## config.mk

```make
export PLATFORM = sky130hd
export DESIGN_NAME = pmic_i2c_target
export DESIGN_NICKNAME = d
export VERILOG_FILES = /design/src/pmic_i2c_pkg.sv /design/src/pmic_i2c_target.sv
export VERILOG_INCLUDE_DIRS = /design/src
export SDC_FILE = /design/constraint.sdc
export NUM_CORES = 1
export LEC_CHECK = 0
export BUFFER_PORTS_ARGS = -buffer_cell sky130_fd_sc_hd__clkbuf_2
export CAP_MARGIN = 30
export CELL_PAD_IN_SITES_DETAIL_PLACEMENT = 1
export CELL_PAD_IN_SITES_GLOBAL_PLACEMENT = 1
export CORE_MARGIN = 1.5
export CORE_UTILIZATION = 45
export DETAILED_ROUTE_END_ITERATION = 10
export PLACE_DENSITY_LB_ADDON = 0.1
export SETUP_SLACK_MARGIN = 0.15
export SYNTH_ARGS = -nofsm -noshare
export SYNTH_HDL_FRONTEND = slang
export SYNTH_HIERARCHICAL = 1
export SYNTH_SLANG_ARGS = --single-unit
```

## constraint.sdc

```tcl
create_clock -name sys_clk -period 8.19 [get_ports sys_clk]
set_clock_uncertainty 0.1 [all_clocks]
set_input_delay 1.2285 -clock sys_clk [delete_from_list [all_inputs] [get_ports sys_clk]]
set_output_delay 1.2285 -clock sys_clk [all_outputs]
set_load 0.01 [all_outputs]
```

## src/pmic_i2c_defs.svh

```systemverilog
// Constants for the two-wire register target of the power controller.
// Assumes a 10 MHz system clock that samples both bus pins.
`ifndef PMIC_I2C_DEFS_SVH
`define PMIC_I2C_DEFS_SVH

`define I2C_MAIN_ADDR_RST 7'h5E
`define I2C_PROG_ADDR 7'h38
`define I2C_GCALL_ADDR 7'h00
`define I2C_TENBIT_PFX 5'h1E
`define I2C_TENBIT_POS 2
`define I2C_LAST_BIT 3'h7
`define WFIFO_DEPTH 4

`endif

```

## src/pmic_i2c_pkg.sv

```systemverilog
// Types shared by the two-wire register target.
// Assumes the constants header is compiled alongside.
package pmic_i2c_pkg;

    typedef enum logic [2:0] {
        ST_IDLE,
        ST_ADDR,
        ST_WBYTE,
        ST_RBYTE,
        ST_ACK,
        ST_MACK,
        ST_SKIP
    } tgt_state_t;

    typedef struct packed {
        logic prog_space;
        logic [7:0] addr;
        logic [7:0] data;
    } wr_req_t;

endpackage : pmic_i2c_pkg

```

## src/pmic_i2c_target.sv

```systemverilog
// Two-wire bus target of the power controller, with its write buffer.
// Assumes the register bank sits on sys_clk, answers reads combinationally
// and drains writes through a valid/ready port. Bus pins are asynchronous.
`include "pmic_i2c_defs.svh"

////////////////////////////////////////////////////////////////////////////
module wr_fifo #(
    parameter int WIDTH = 8,
    parameter int DEPTH = 4
) (
    input wire logic sys_clk,
    input wire logic resetn,
    input wire logic in_valid,
    output logic in_ready,
    input wire logic [WIDTH-1:0] in_data,
    output logic out_valid,
    input wire logic out_ready,
    output logic [WIDTH-1:0] out_data
);
    localparam int AW = $clog2(DEPTH);
    logic [WIDTH-1:0] mem_q [DEPTH];
    logic [AW-1:0] wp_q;
    logic [AW-1:0] rp_q;
    logic [AW:0] cnt_q;
    wire push = in_valid && in_ready;
    wire pop = out_valid && out_ready;

    assign in_ready = cnt_q != (AW+1)'(DEPTH);
    assign out_valid = cnt_q != '0;
    assign out_data = mem_q[rp_q];

    always_ff @(posedge sys_clk or negedge resetn) begin
        if (!resetn) begin
            wp_q <= '0;
            rp_q <= '0;
            cnt_q <= '0;
        end else begin
            if (push) begin
                wp_q <= (wp_q == AW'(DEPTH - 1)) ? '0 : wp_q + 1'b1;
            end
            if (pop) begin
                rp_q <= (rp_q == AW'(DEPTH - 1)) ? '0 : rp_q + 1'b1;
            end
            cnt_q <= cnt_q + (AW+1)'(push) - (AW+1)'(pop);
        end
    end

    // Storage needs no reset; only valid entries are ever read out
    always_ff @(posedge sys_clk) begin
        if (push) begin
            mem_q[wp_q] <= in_data;
        end
    end
endmodule : wr_fifo

////////////////////////////////////////////////////////////////////////////
module pmic_i2c_target
    import pmic_i2c_pkg::*;
(
    input wire logic sys_clk,
    input wire logic resetn,
    input wire logic scl_i,
    input wire logic sda_i,
    output logic sda_o,
    output logic sda_oe,
    input wire logic otp_done,
    input wire logic [6:0] main_addr_otp,
    output logic osc_req,
    output logic wr_valid,
    input wire logic wr_ready,
    output wr_req_t wr_req,
    output logic rd_space,
    output logic [7:0] rd_addr,
    input wire logic [7:0] rd_data
);
    ////////////////////////////////////////////////////////////////////////
    // Pin sampling: three stages, level moves when stages two and three agree
    logic [1:0] sy1_q;
    logic [1:0] sy2_q;
    logic [1:0] sy3_q;
    logic [1:0] filt_q;
    logic [1:0] prev_q;
    wire [1:0] pins = {scl_i, sda_i};

    for (genvar i = 0; i < 2; i++) begin : g_sync
        always_ff @(posedge sys_clk or negedge resetn) begin
            if (!resetn) begin
                sy1_q[i] <= 1'b1;
                sy2_q[i] <= 1'b1;
                sy3_q[i] <= 1'b1;
                filt_q[i] <= 1'b1;
                prev_q[i] <= 1'b1;
            end else begin
                sy1_q[i] <= pins[i];
                sy2_q[i] <= sy1_q[i];
                sy3_q[i] <= sy2_q[i];
                filt_q[i] <= (sy2_q[i] == sy3_q[i]) ? sy3_q[i] : filt_q[i];
                prev_q[i] <= filt_q[i];
            end
        end
    end

    wire scl = filt_q[1];
    wire sda = filt_q[0];
    wire scl_rise = scl && !prev_q[1];
    wire scl_fall = !scl && prev_q[1];
    wire start_ev = scl && prev_q[1] && !sda && prev_q[0];
    wire stop_ev = scl && prev_q[1] && sda && !prev_q[0];

    ////////////////////////////////////////////////////////////////////////
    // Target state
    tgt_state_t st_q;
    logic [2:0] cnt_q;
    logic [7:0] sh_q;
    logic [7:0] ptr_q;
    logic [6:0] main_q;
    logic ready_q;
    logic rw_q;
    logic space_q;
    logic ack_go_q;
    logic ack_ph_q;
    logic ptr_ph_q;
    logic mack_q;
    logic oe_q;

    wire [7:0] rx_byte = {sh_q[6:0], sda};
    wire byte_done = scl_rise && (cnt_q == `I2C_LAST_BIT);
    wire is_gcall = rx_byte[7:1] == `I2C_GCALL_ADDR;
    wire is_tenbit = rx_byte[7:3] == `I2C_TENBIT_PFX;
    wire hit_main = rx_byte[7:1] == main_q;
    wire hit_prog = rx_byte[7:1] == `I2C_PROG_ADDR;
    wire addr_hit = (hit_main || hit_prog) && !is_gcall && !is_tenbit;
    wire data_byte = (st_q == ST_WBYTE) && byte_done && !ptr_ph_q;

    ////////////////////////////////////////////////////////////////////////
    // Write buffer toward the register bank
    logic fifo_in_ready;
    wr_req_t fifo_in;
    assign fifo_in = '{prog_space: space_q, addr: ptr_q, data: rx_byte};

    wr_fifo #(
        .WIDTH($bits(wr_req_t)),
        .DEPTH(`WFIFO_DEPTH)
    ) u_wfifo (
        .sys_clk(sys_clk),
        .resetn(resetn),
        .in_valid(data_byte),
        .in_ready(fifo_in_ready),
        .in_data(fifo_in),
        .out_valid(wr_valid),
        .out_ready(wr_ready),
        .out_data(wr_req)
    );

    ////////////////////////////////////////////////////////////////////////
    // Store-loaded settings and readiness
    always_ff @(posedge sys_clk or negedge resetn) begin
        if (!resetn) begin
            main_q <= `I2C_MAIN_ADDR_RST;
            ready_q <= 1'b0;
        end else if (otp_done && !ready_q) begin
            main_q <= main_addr_otp;
            ready_q <= 1'b1;
        end
    end

    ////////////////////////////////////////////////////////////////////////
    // Bus sequencer; bits sampled on clock rise, driven on clock fall
    always_ff @(posedge sys_clk or negedge resetn) begin
        if (!resetn) begin
            st_q <= ST_IDLE;
            cnt_q <= '0;
            sh_q <= '0;
            ptr_q <= '0;
            rw_q <= 1'b0;
            space_q <= 1'b0;
            ack_go_q <= 1'b0;
            ack_ph_q <= 1'b0;
            ptr_ph_q <= 1'b0;
            mack_q <= 1'b0;
            oe_q <= 1'b0;
        end else if (stop_ev) begin
            st_q <= ST_IDLE;
            oe_q <= 1'b0;
        end else if (start_ev && ready_q) begin
            // Repeated start keeps the pointer for the read phase
            st_q <= ST_ADDR;
            cnt_q <= '0;
            oe_q <= 1'b0;
            ack_ph_q <= 1'b0;
        end else begin
            if (scl_rise) begin
                cnt_q <= cnt_q + 3'h1;
                sh_q <= rx_byte;
            end
            unique case (st_q)
                ST_IDLE, ST_SKIP: begin
                    oe_q <= 1'b0;
                end
                ST_ADDR: begin
                    if (byte_done) begin
                        rw_q <= sda;
                        space_q <= hit_prog && !hit_main;
                        ptr_ph_q <= !sda;
                        ack_go_q <= addr_hit;
                        st_q <= addr_hit ? ST_ACK : ST_SKIP;
                    end
                end
                ST_WBYTE: begin
                    if (byte_done) begin
                        st_q <= ST_ACK;
                        if (ptr_ph_q) begin
                            ptr_q <= rx_byte;
                            ptr_ph_q <= 1'b0;
                            ack_go_q <= 1'b1;
                        end else begin
                            // Full buffer refuses the byte with a NACK
                            ack_go_q <= fifo_in_ready;
                            if (fifo_in_ready) begin
                                ptr_q <= ptr_q + 8'h01;
                            end
                        end
                    end
                end
                ST_ACK: begin
                    if (scl_fall && !ack_ph_q) begin
                        oe_q <= ack_go_q;
                        ack_ph_q <= 1'b1;
                    end else if (scl_fall) begin
                        ack_ph_q <= 1'b0;
                        cnt_q <= '0;
                        if (!ack_go_q) begin
                            oe_q <= 1'b0;
                            st_q <= ST_SKIP;
                        end else if (rw_q) begin
                            sh_q <= rd_data;
                            oe_q <= !rd_data[7];
                            ptr_q <= ptr_q + 8'h01;
                            st_q <= ST_RBYTE;
                        end else begin
                            oe_q <= 1'b0;
                            st_q <= ST_WBYTE;
                        end
                    end
                end
                ST_RBYTE: begin
                    if (scl_fall) begin
                        sh_q <= {sh_q[6:0], 1'b0};
                        oe_q <= !sh_q[6];
                    end
                    if (scl_rise) begin
                        sh_q <= sh_q;
                        if (cnt_q == `I2C_LAST_BIT) begin
                            st_q <= ST_MACK;
                        end
                    end
                end
                ST_MACK: begin
                    if (scl_fall && !ack_ph_q) begin
                        oe_q <= 1'b0;
                        ack_ph_q <= 1'b1;
                    end else if (scl_rise && ack_ph_q) begin
                        mack_q <= !sda;
                    end else if (scl_fall) begin
                        ack_ph_q <= 1'b0;
                        cnt_q <= '0;
                        if (mack_q) begin
                            sh_q <= rd_data;
                            oe_q <= !rd_data[7];
                            ptr_q <= ptr_q + 8'h01;
                            st_q <= ST_RBYTE;
                        end else begin
                            st_q <= ST_SKIP;
                        end
                    end
                end
            endcase
        end
    end

    ////////////////////////////////////////////////////////////////////////
    // Outputs; the data line is only ever pulled low, never driven high
    assign sda_o = 1'b0;
    assign sda_oe = oe_q;
    assign osc_req = st_q != ST_IDLE;
    assign rd_space = space_q;
    assign rd_addr = ptr_q;
endmodule : pmic_i2c_target

```

# Word-level counts from Yosys, hierarchy flattened

Memories as Yosys holds them, arrays and structs flattened.
Index checks and enable logic that the tools add are counted.

Bits in registers: 54
Memory bits (writable): 68
Input bits: 21
Output and inout bits: 30
Memories kept: 1

$add $sub $neg: 6
Eq/ne operators: 42
Multiplexer cells: 76
Bitwise operators: 3
Reductions and logical operators: 50

Memory list:

| memory        | words | width | rd ports | clocked after memory_dff | wr ports | line                  | text |
|---|---|---|---|---|---|---|---|
| u_wfifo.mem_q | 4     | 17    | 1        | 0                        | 1        | pmic_i2c_target.sv:21 | `logic [WIDTH-1:0] mem_q [DEPTH];` |

Operators with widths:

| operator            | count |
|---|---|
| $mux 8              | 22 |
| $mux 3              | 19 |
| $pmux 8 s3          | 2 |
| $ne 4x4->1 const B  | 10 |
| $mux 1              | 24 |
| $ne 2x2->1 const B  | 11 |
| $ne 5x5->1 const B  | 4 |
| $logic_and 1x1->1   | 19 |
| $pmux 3 s5          | 1 |
| $reduce_and 13->1   | 1 |
| $eq 3x3->1 const B  | 4 |
| $logic_not 1->1     | 12 |
| $reduce_bool 3->1   | 4 |
| $reduce_and 10->1   | 1 |
| $reduce_and 5->1    | 2 |
| $add 8x1->8 const B | 1 |
| $eq 7x6->1 const B  | 1 |
| $eq 7x7->1          | 1 |
| $logic_not 7->1     | 1 |
| $reduce_bool 7->1   | 1 |
| $eq 3x2->1 const B  | 2 |
| $mux 2              | 3 |
| $ne 3x3->1 const B  | 2 |
| $pmux 1 s2          | 3 |
| other kinds (20)    | 26 |

# Longest topological paths before layout

Depth in word-level cells: 9
Depth in mapped cells: 12
Mapped depth without buffers: 12

# Cells and area by module

Netlist, hierarchy kept.

By module, submodules not included:

| module          | times used | cells an instance | area an instance (um^2) | seq. area each (um^2) |
|---|---|---|---|---|
| wr_fifo         | 1          | 132               | 2940.3                  | 2217.1 |
| pmic_i2c_target | 1          | 270               | 2638.8                  | 1169.9 |

# Worst setup path before layout

Ideal clock, no wire load.

Path kind: reg2reg
From: reg filt_q[1] (netlist: scl)
To: reg u_wfifo.cnt_q[2]
Setup time: 127 ps
Arrival: 2769 ps
Data required time: 7963 ps
Slack: 5194 ps
Cell stages (with the launch flop): 12
Path buffers: 1
Period minus slack after synthesis: 2996 ps
Cell sequence: dfstp_2 -> buf_2 -> and3b_1 -> nor4b_1 -> nand2_1 -> ha_1 -> inv_1 -> ha_1 -> inv_1 -> fa_1 -> xnor2_1 -> xnor2_1

Longest elaborated chain between the ends: 7

RTL lines:

| element                         | line                   | text |
|---|---|---|
| start, declared                 | pmic_i2c_target.sv:81  | `logic [1:0] filt_q;` |
| start signal, assigned by index | pmic_i2c_target.sv:97  | `filt_q[i] <= (sy2_q[i] == sy3_q[i]) ? sy3_q[i] : filt_q[i];` |
| $logic_and 1x1->1               | pmic_i2c_target.sv:105 | `wire scl_rise = scl && !prev_q[1];` |
| $logic_and 1x1->1               | pmic_i2c_target.sv:127 | `` wire byte_done = scl_rise && (cnt_q == `I2C_LAST_BIT); `` |
| $logic_and 1x1->1 (2 in a row)  | pmic_i2c_target.sv:133 | `wire data_byte = (st_q == ST_WBYTE) && byte_done && !ptr_ph_q;` |
| named net data_byte             | pmic_i2c_target.sv:133 |  |
| $logic_and 1x1->1               | pmic_i2c_target.sv:25  | `wire push = in_valid && in_ready;` |
| $add 3x1->3                     | pmic_i2c_target.sv:44  | `cnt_q <= cnt_q + (AW+1)'(push) - (AW+1)'(pop);` |
| $sub 3x1->3                     | pmic_i2c_target.sv:44  |  |
| end signal, assigned            | pmic_i2c_target.sv:44  |  |
| end, declared                   | pmic_i2c_target.sv:24  | `logic [AW:0] cnt_q;` |

The timed path passes the listed nets, and every way through them passes these cells.
A chain may end at the register's enable or synchronous reset.

==> key figures <==
Outcome
  – Status: complete, no violations

Floorplan
  – Die Height: 114 um
  – Num rows: 40
  – Die area: approximately 13000 um^2
  – Initial Utilization: 46.3%
  – Ports: 51
  – Core area: about 12000 um^2
  – Die width: 114 um

Global routing
  – Pin count of the biggest net entering global routing: 54
  – Tot GR Track Use: 20.9%
  – Initial antenna violation count: 0
  – GR Overflow Total: 0
  – First-pass GRT wire length: 20.1 mm
  – Vias in the first global route: 3713

STA
  – Tmin final: 3540 ps
  – Slew of the pin with the lowest slew margin: between 800 and 900 ps
  – Setup TNS: 0 ps
  – Max Freq: roughly 280 MHz
  – Post-route setup slack: 4650 ps
  – Final hold viol count: 0
  – Max-slew violations: 0
  – RSZ-0062 raised after global routing: false
  – Setup violators final: 0
  – Final worst-path cycle share: 43.2%
  – Relative slew slack: 43.8%

Detailed routing
  – Starting DRC count in detailed routing: 178
  – DR pass1 iterations: 5
  – DR vias: 3535
  – WL final: ~12 mm
  – DRC: 0
  – Antenna-violating nets left: 0
  – Drt via density: 5.60
  – Drt wl/cell: 19.8 um

Power and ir drop
  – VDD IR max: 160 uV
  – Pleak: approximately 0.0025 uW
  – Cell Pwr Density: 355 nW/um^2

Critical path
  – CP Class: reg2out
  – Reg2reg start: scl
  – Crit-path max FO: 11
  – Largest stage delay on the critical path: between 700 and 800 ps
  – Critical-path cell list: buf_4 > mux4_2 > clkbuf_2
  – Slowest CP cell: dfrtp_1
  – WP data arrival: between 2000 and 2500 ps
  – Crit. End Element: output port
  – Crit start category: flop
  – Crit. Startpoint: u_wfifo/rp_q[0]
  – WP data required: 6860 ps
  – R2R depth: 8

Clock tree
  – Clk buf depth: 2
  – Worst-Skew Late Latency: 420 ps
  – # hold bufs at CTS: 0
  – CTS clk-pin slew, worst paths: 60 ps
  – CTS tree: yes
  – Clk sink count: roughly 120
  – CTS root buf: clkbuf_16
  – CTS resizes: 0
  – Postcts setup bufs: 0
  – CTS Buf Count: 17
  – H-tree Lvls: 4

Placed design
  – GPL Wtd Cong: 0.831
  – Number of buffers added on ports: 49
  – Pre-CTS setup slack: 4920 ps
  – Dpl hpwl: 8.12 mm

Cells and area
  – Fraction of layout cells with a size suffix above 1: 30.9%
  – Layout area overhead: 17.2%
  – Layout Nets: 483
  – FILL cells: ~1200
  – Antenna cells: 0

Yosys
  – Mapped Nets: 435
  – Predominant post-synthesis flop cell: edfxtp_1
  – Synth Warn #: 6
  – Yosys reg bits: 121
  – Mapped Cells: 402
  – EDFF count, synth: 68
  – Synth Area per Inst: 13.9 um^2
  – Ys async rst share: 43.8%
  – Number of unique standard cell types used by synthesis: 70
  – Syn Std Cell Area: 5580 um^2
  – Sequential share of the synthesized area: roughly three fifths

Job
  – Max cap viols: 0

Worst hold path
  – Cells on Worst Hold Path: 0
  – HP Class: reg2reg
  – HP Start: sy1_q[0]
-- kinds of logic after synthesis --
group | after synthesis | share of synthesized area, %
mux | 29 | 9.26
other cells | 1 | 0.0672
simple gates | 101 | 10.5
fa+ha+maj | 14 | 3.18
xor+xnor | 10 | 1.57
compound gates | 91 | 11.5
buf+inv | 35 | 3.21
flops | 121 | 60.7
-- layout by cell type, fill, tap and decap left out, types with 3 or more instances in the layout --
cell,synthesis,routed
or3_1,3,3
and3b_1,3,3
and3_2,4,4
nor2_1,15,15
a22oi_1,4,4
o31ai_1,4,4
clkinv_4,0,3
nand2b_1,10,10
xnor2_1,7,7
a21oi_1,24,24
xor2_1,3,3
nor3_1,3,3
bufinv_16,0,3
inv_6,0,3
edfxtp_1,68,68
nand2_1,24,24
dfrtp_1,38,38
o21ai_0,14,14
nand3b_1,3,3
clkbuf_2,0,49
clkbuf_16,0,17
o2bb2ai_1,5,5
nor2b_1,6,6
o22ai_1,8,8
mux4_2,17,17
mux2_2,11,11
a21boi_0,3,3
inv_1,12,12
ha_1,11,11
dfstp_2,15,15
nand4_1,5,5
nand3_1,8,8
-- power by group --
| part | switching [uW] | total, uW | internal, uW |
|---|---|---|---|
| combinational | 289 | 581 | 292 |
| clock | 278 | 767 | 489 |
| sequential | 208 | 972 | 764 |
| total | 775 | 2320 | 1540 |
-- final cells by class --
| type | count | area, um^2 | area share (%) |
|---|---|---|---|
| well taps | 168 | 210 | 3.22 |
| inverters | 12 | 45.0 | 0.689 |
| multi-input cells | 246 | 2010 | 30.8 |
| clock inverters | 13 | 168 | 2.57 |
| flip-flops and latches | 121 | 3390 | 51.8 |
| repair buffers | 52 | 270 | 4.13 |
| clock buffers | 19 | 443 | 6.78 |
-- path summary, 6_finish.rpt --
path / slack, ps / end
min in group asynchronous: 830 / rd_addr[5]
setup reg to reg: 4910 / rd_addr[0]
hold reg to reg: 260 / sy2_q[0]
hold / removal: 260 / sy2_q[0]
max in group asynchronous: 6670 / u_wfifo/cnt_q[0]
setup / recovery: 4650 / wr_req[3]
-- per-stage QoR --
stage	hold slack, ps	utilization [%]	std cells	total power [uW]	cell area (um^2)
after floorplan	245	-	402	1370	5580
after global placement	247	49.0	598	1540	5920
after detailed placement	251	49.1	599	1570	5930
after CTS	260	54.2	631	2350	6540
after global routing	263	54.2	631	2450	6540
final	257	54.2	631	2320	6540
-- routing by layer --
| metal | GRT usage, % | vias to the layer above | share of wire, % |
|---|---|---|---|
| met5 | 0 | - | 0 |
| met4 | 9.08 | 0 | 1.8 |
| met3 | 4.45 | 18 | 2.9 |
| met2 | 34.1 | 65 | 49 |
| met1 | 27.2 | 1817 | 46 |
| li1 | - | 1635 | - |
-- worst max-delay path: cells and delay by family (launching register included) --
kind,cells,cell delay [ps]
flip-flops,1,740
multiplexers,1,550
buffers and inverters,2,500
-- cells in the mapped netlist, drive strengths merged (4+ instances only) --
library cell  count  area share, %
edfxtp           68             37
o2bb2ai           5           0.78
o31ai             4           0.54
and3              4           0.54
or3               5           0.67
mux2             11            2.2
nand2b           11            1.4
a22oi             4           0.54
nor2b             6           0.67
o22ai             8           0.90
ha               11            2.5
mux4             17            6.9
nand2            24            1.6
a21oi            26            2.5
clkbuf            9           0.61
dfrtp            38             17
nand3             8           0.72
buf              14            1.8
dfstp            15            7.1
nand4             5           0.56
o21ai            16            1.4
inv              12           0.81
xnor2             7            1.1
nor2             16            1.1
-- registers in the layout (all words and copies together), names as in the netlist, 2 cells and up --
name / cells
sy3_q: 2
st_q: 3
sh_q: 7
main_q: 7
sy1_q: 2
prev_q: 2
rd_addr: 8
cnt_q: 3
sy2_q: 2
u_wfifo/cnt_q: 3
u_wfifo/rp_q: 2
u_wfifo/wp_q: 2
u_wfifo/mem_q: 68
(Power assumes the default switching activity.)
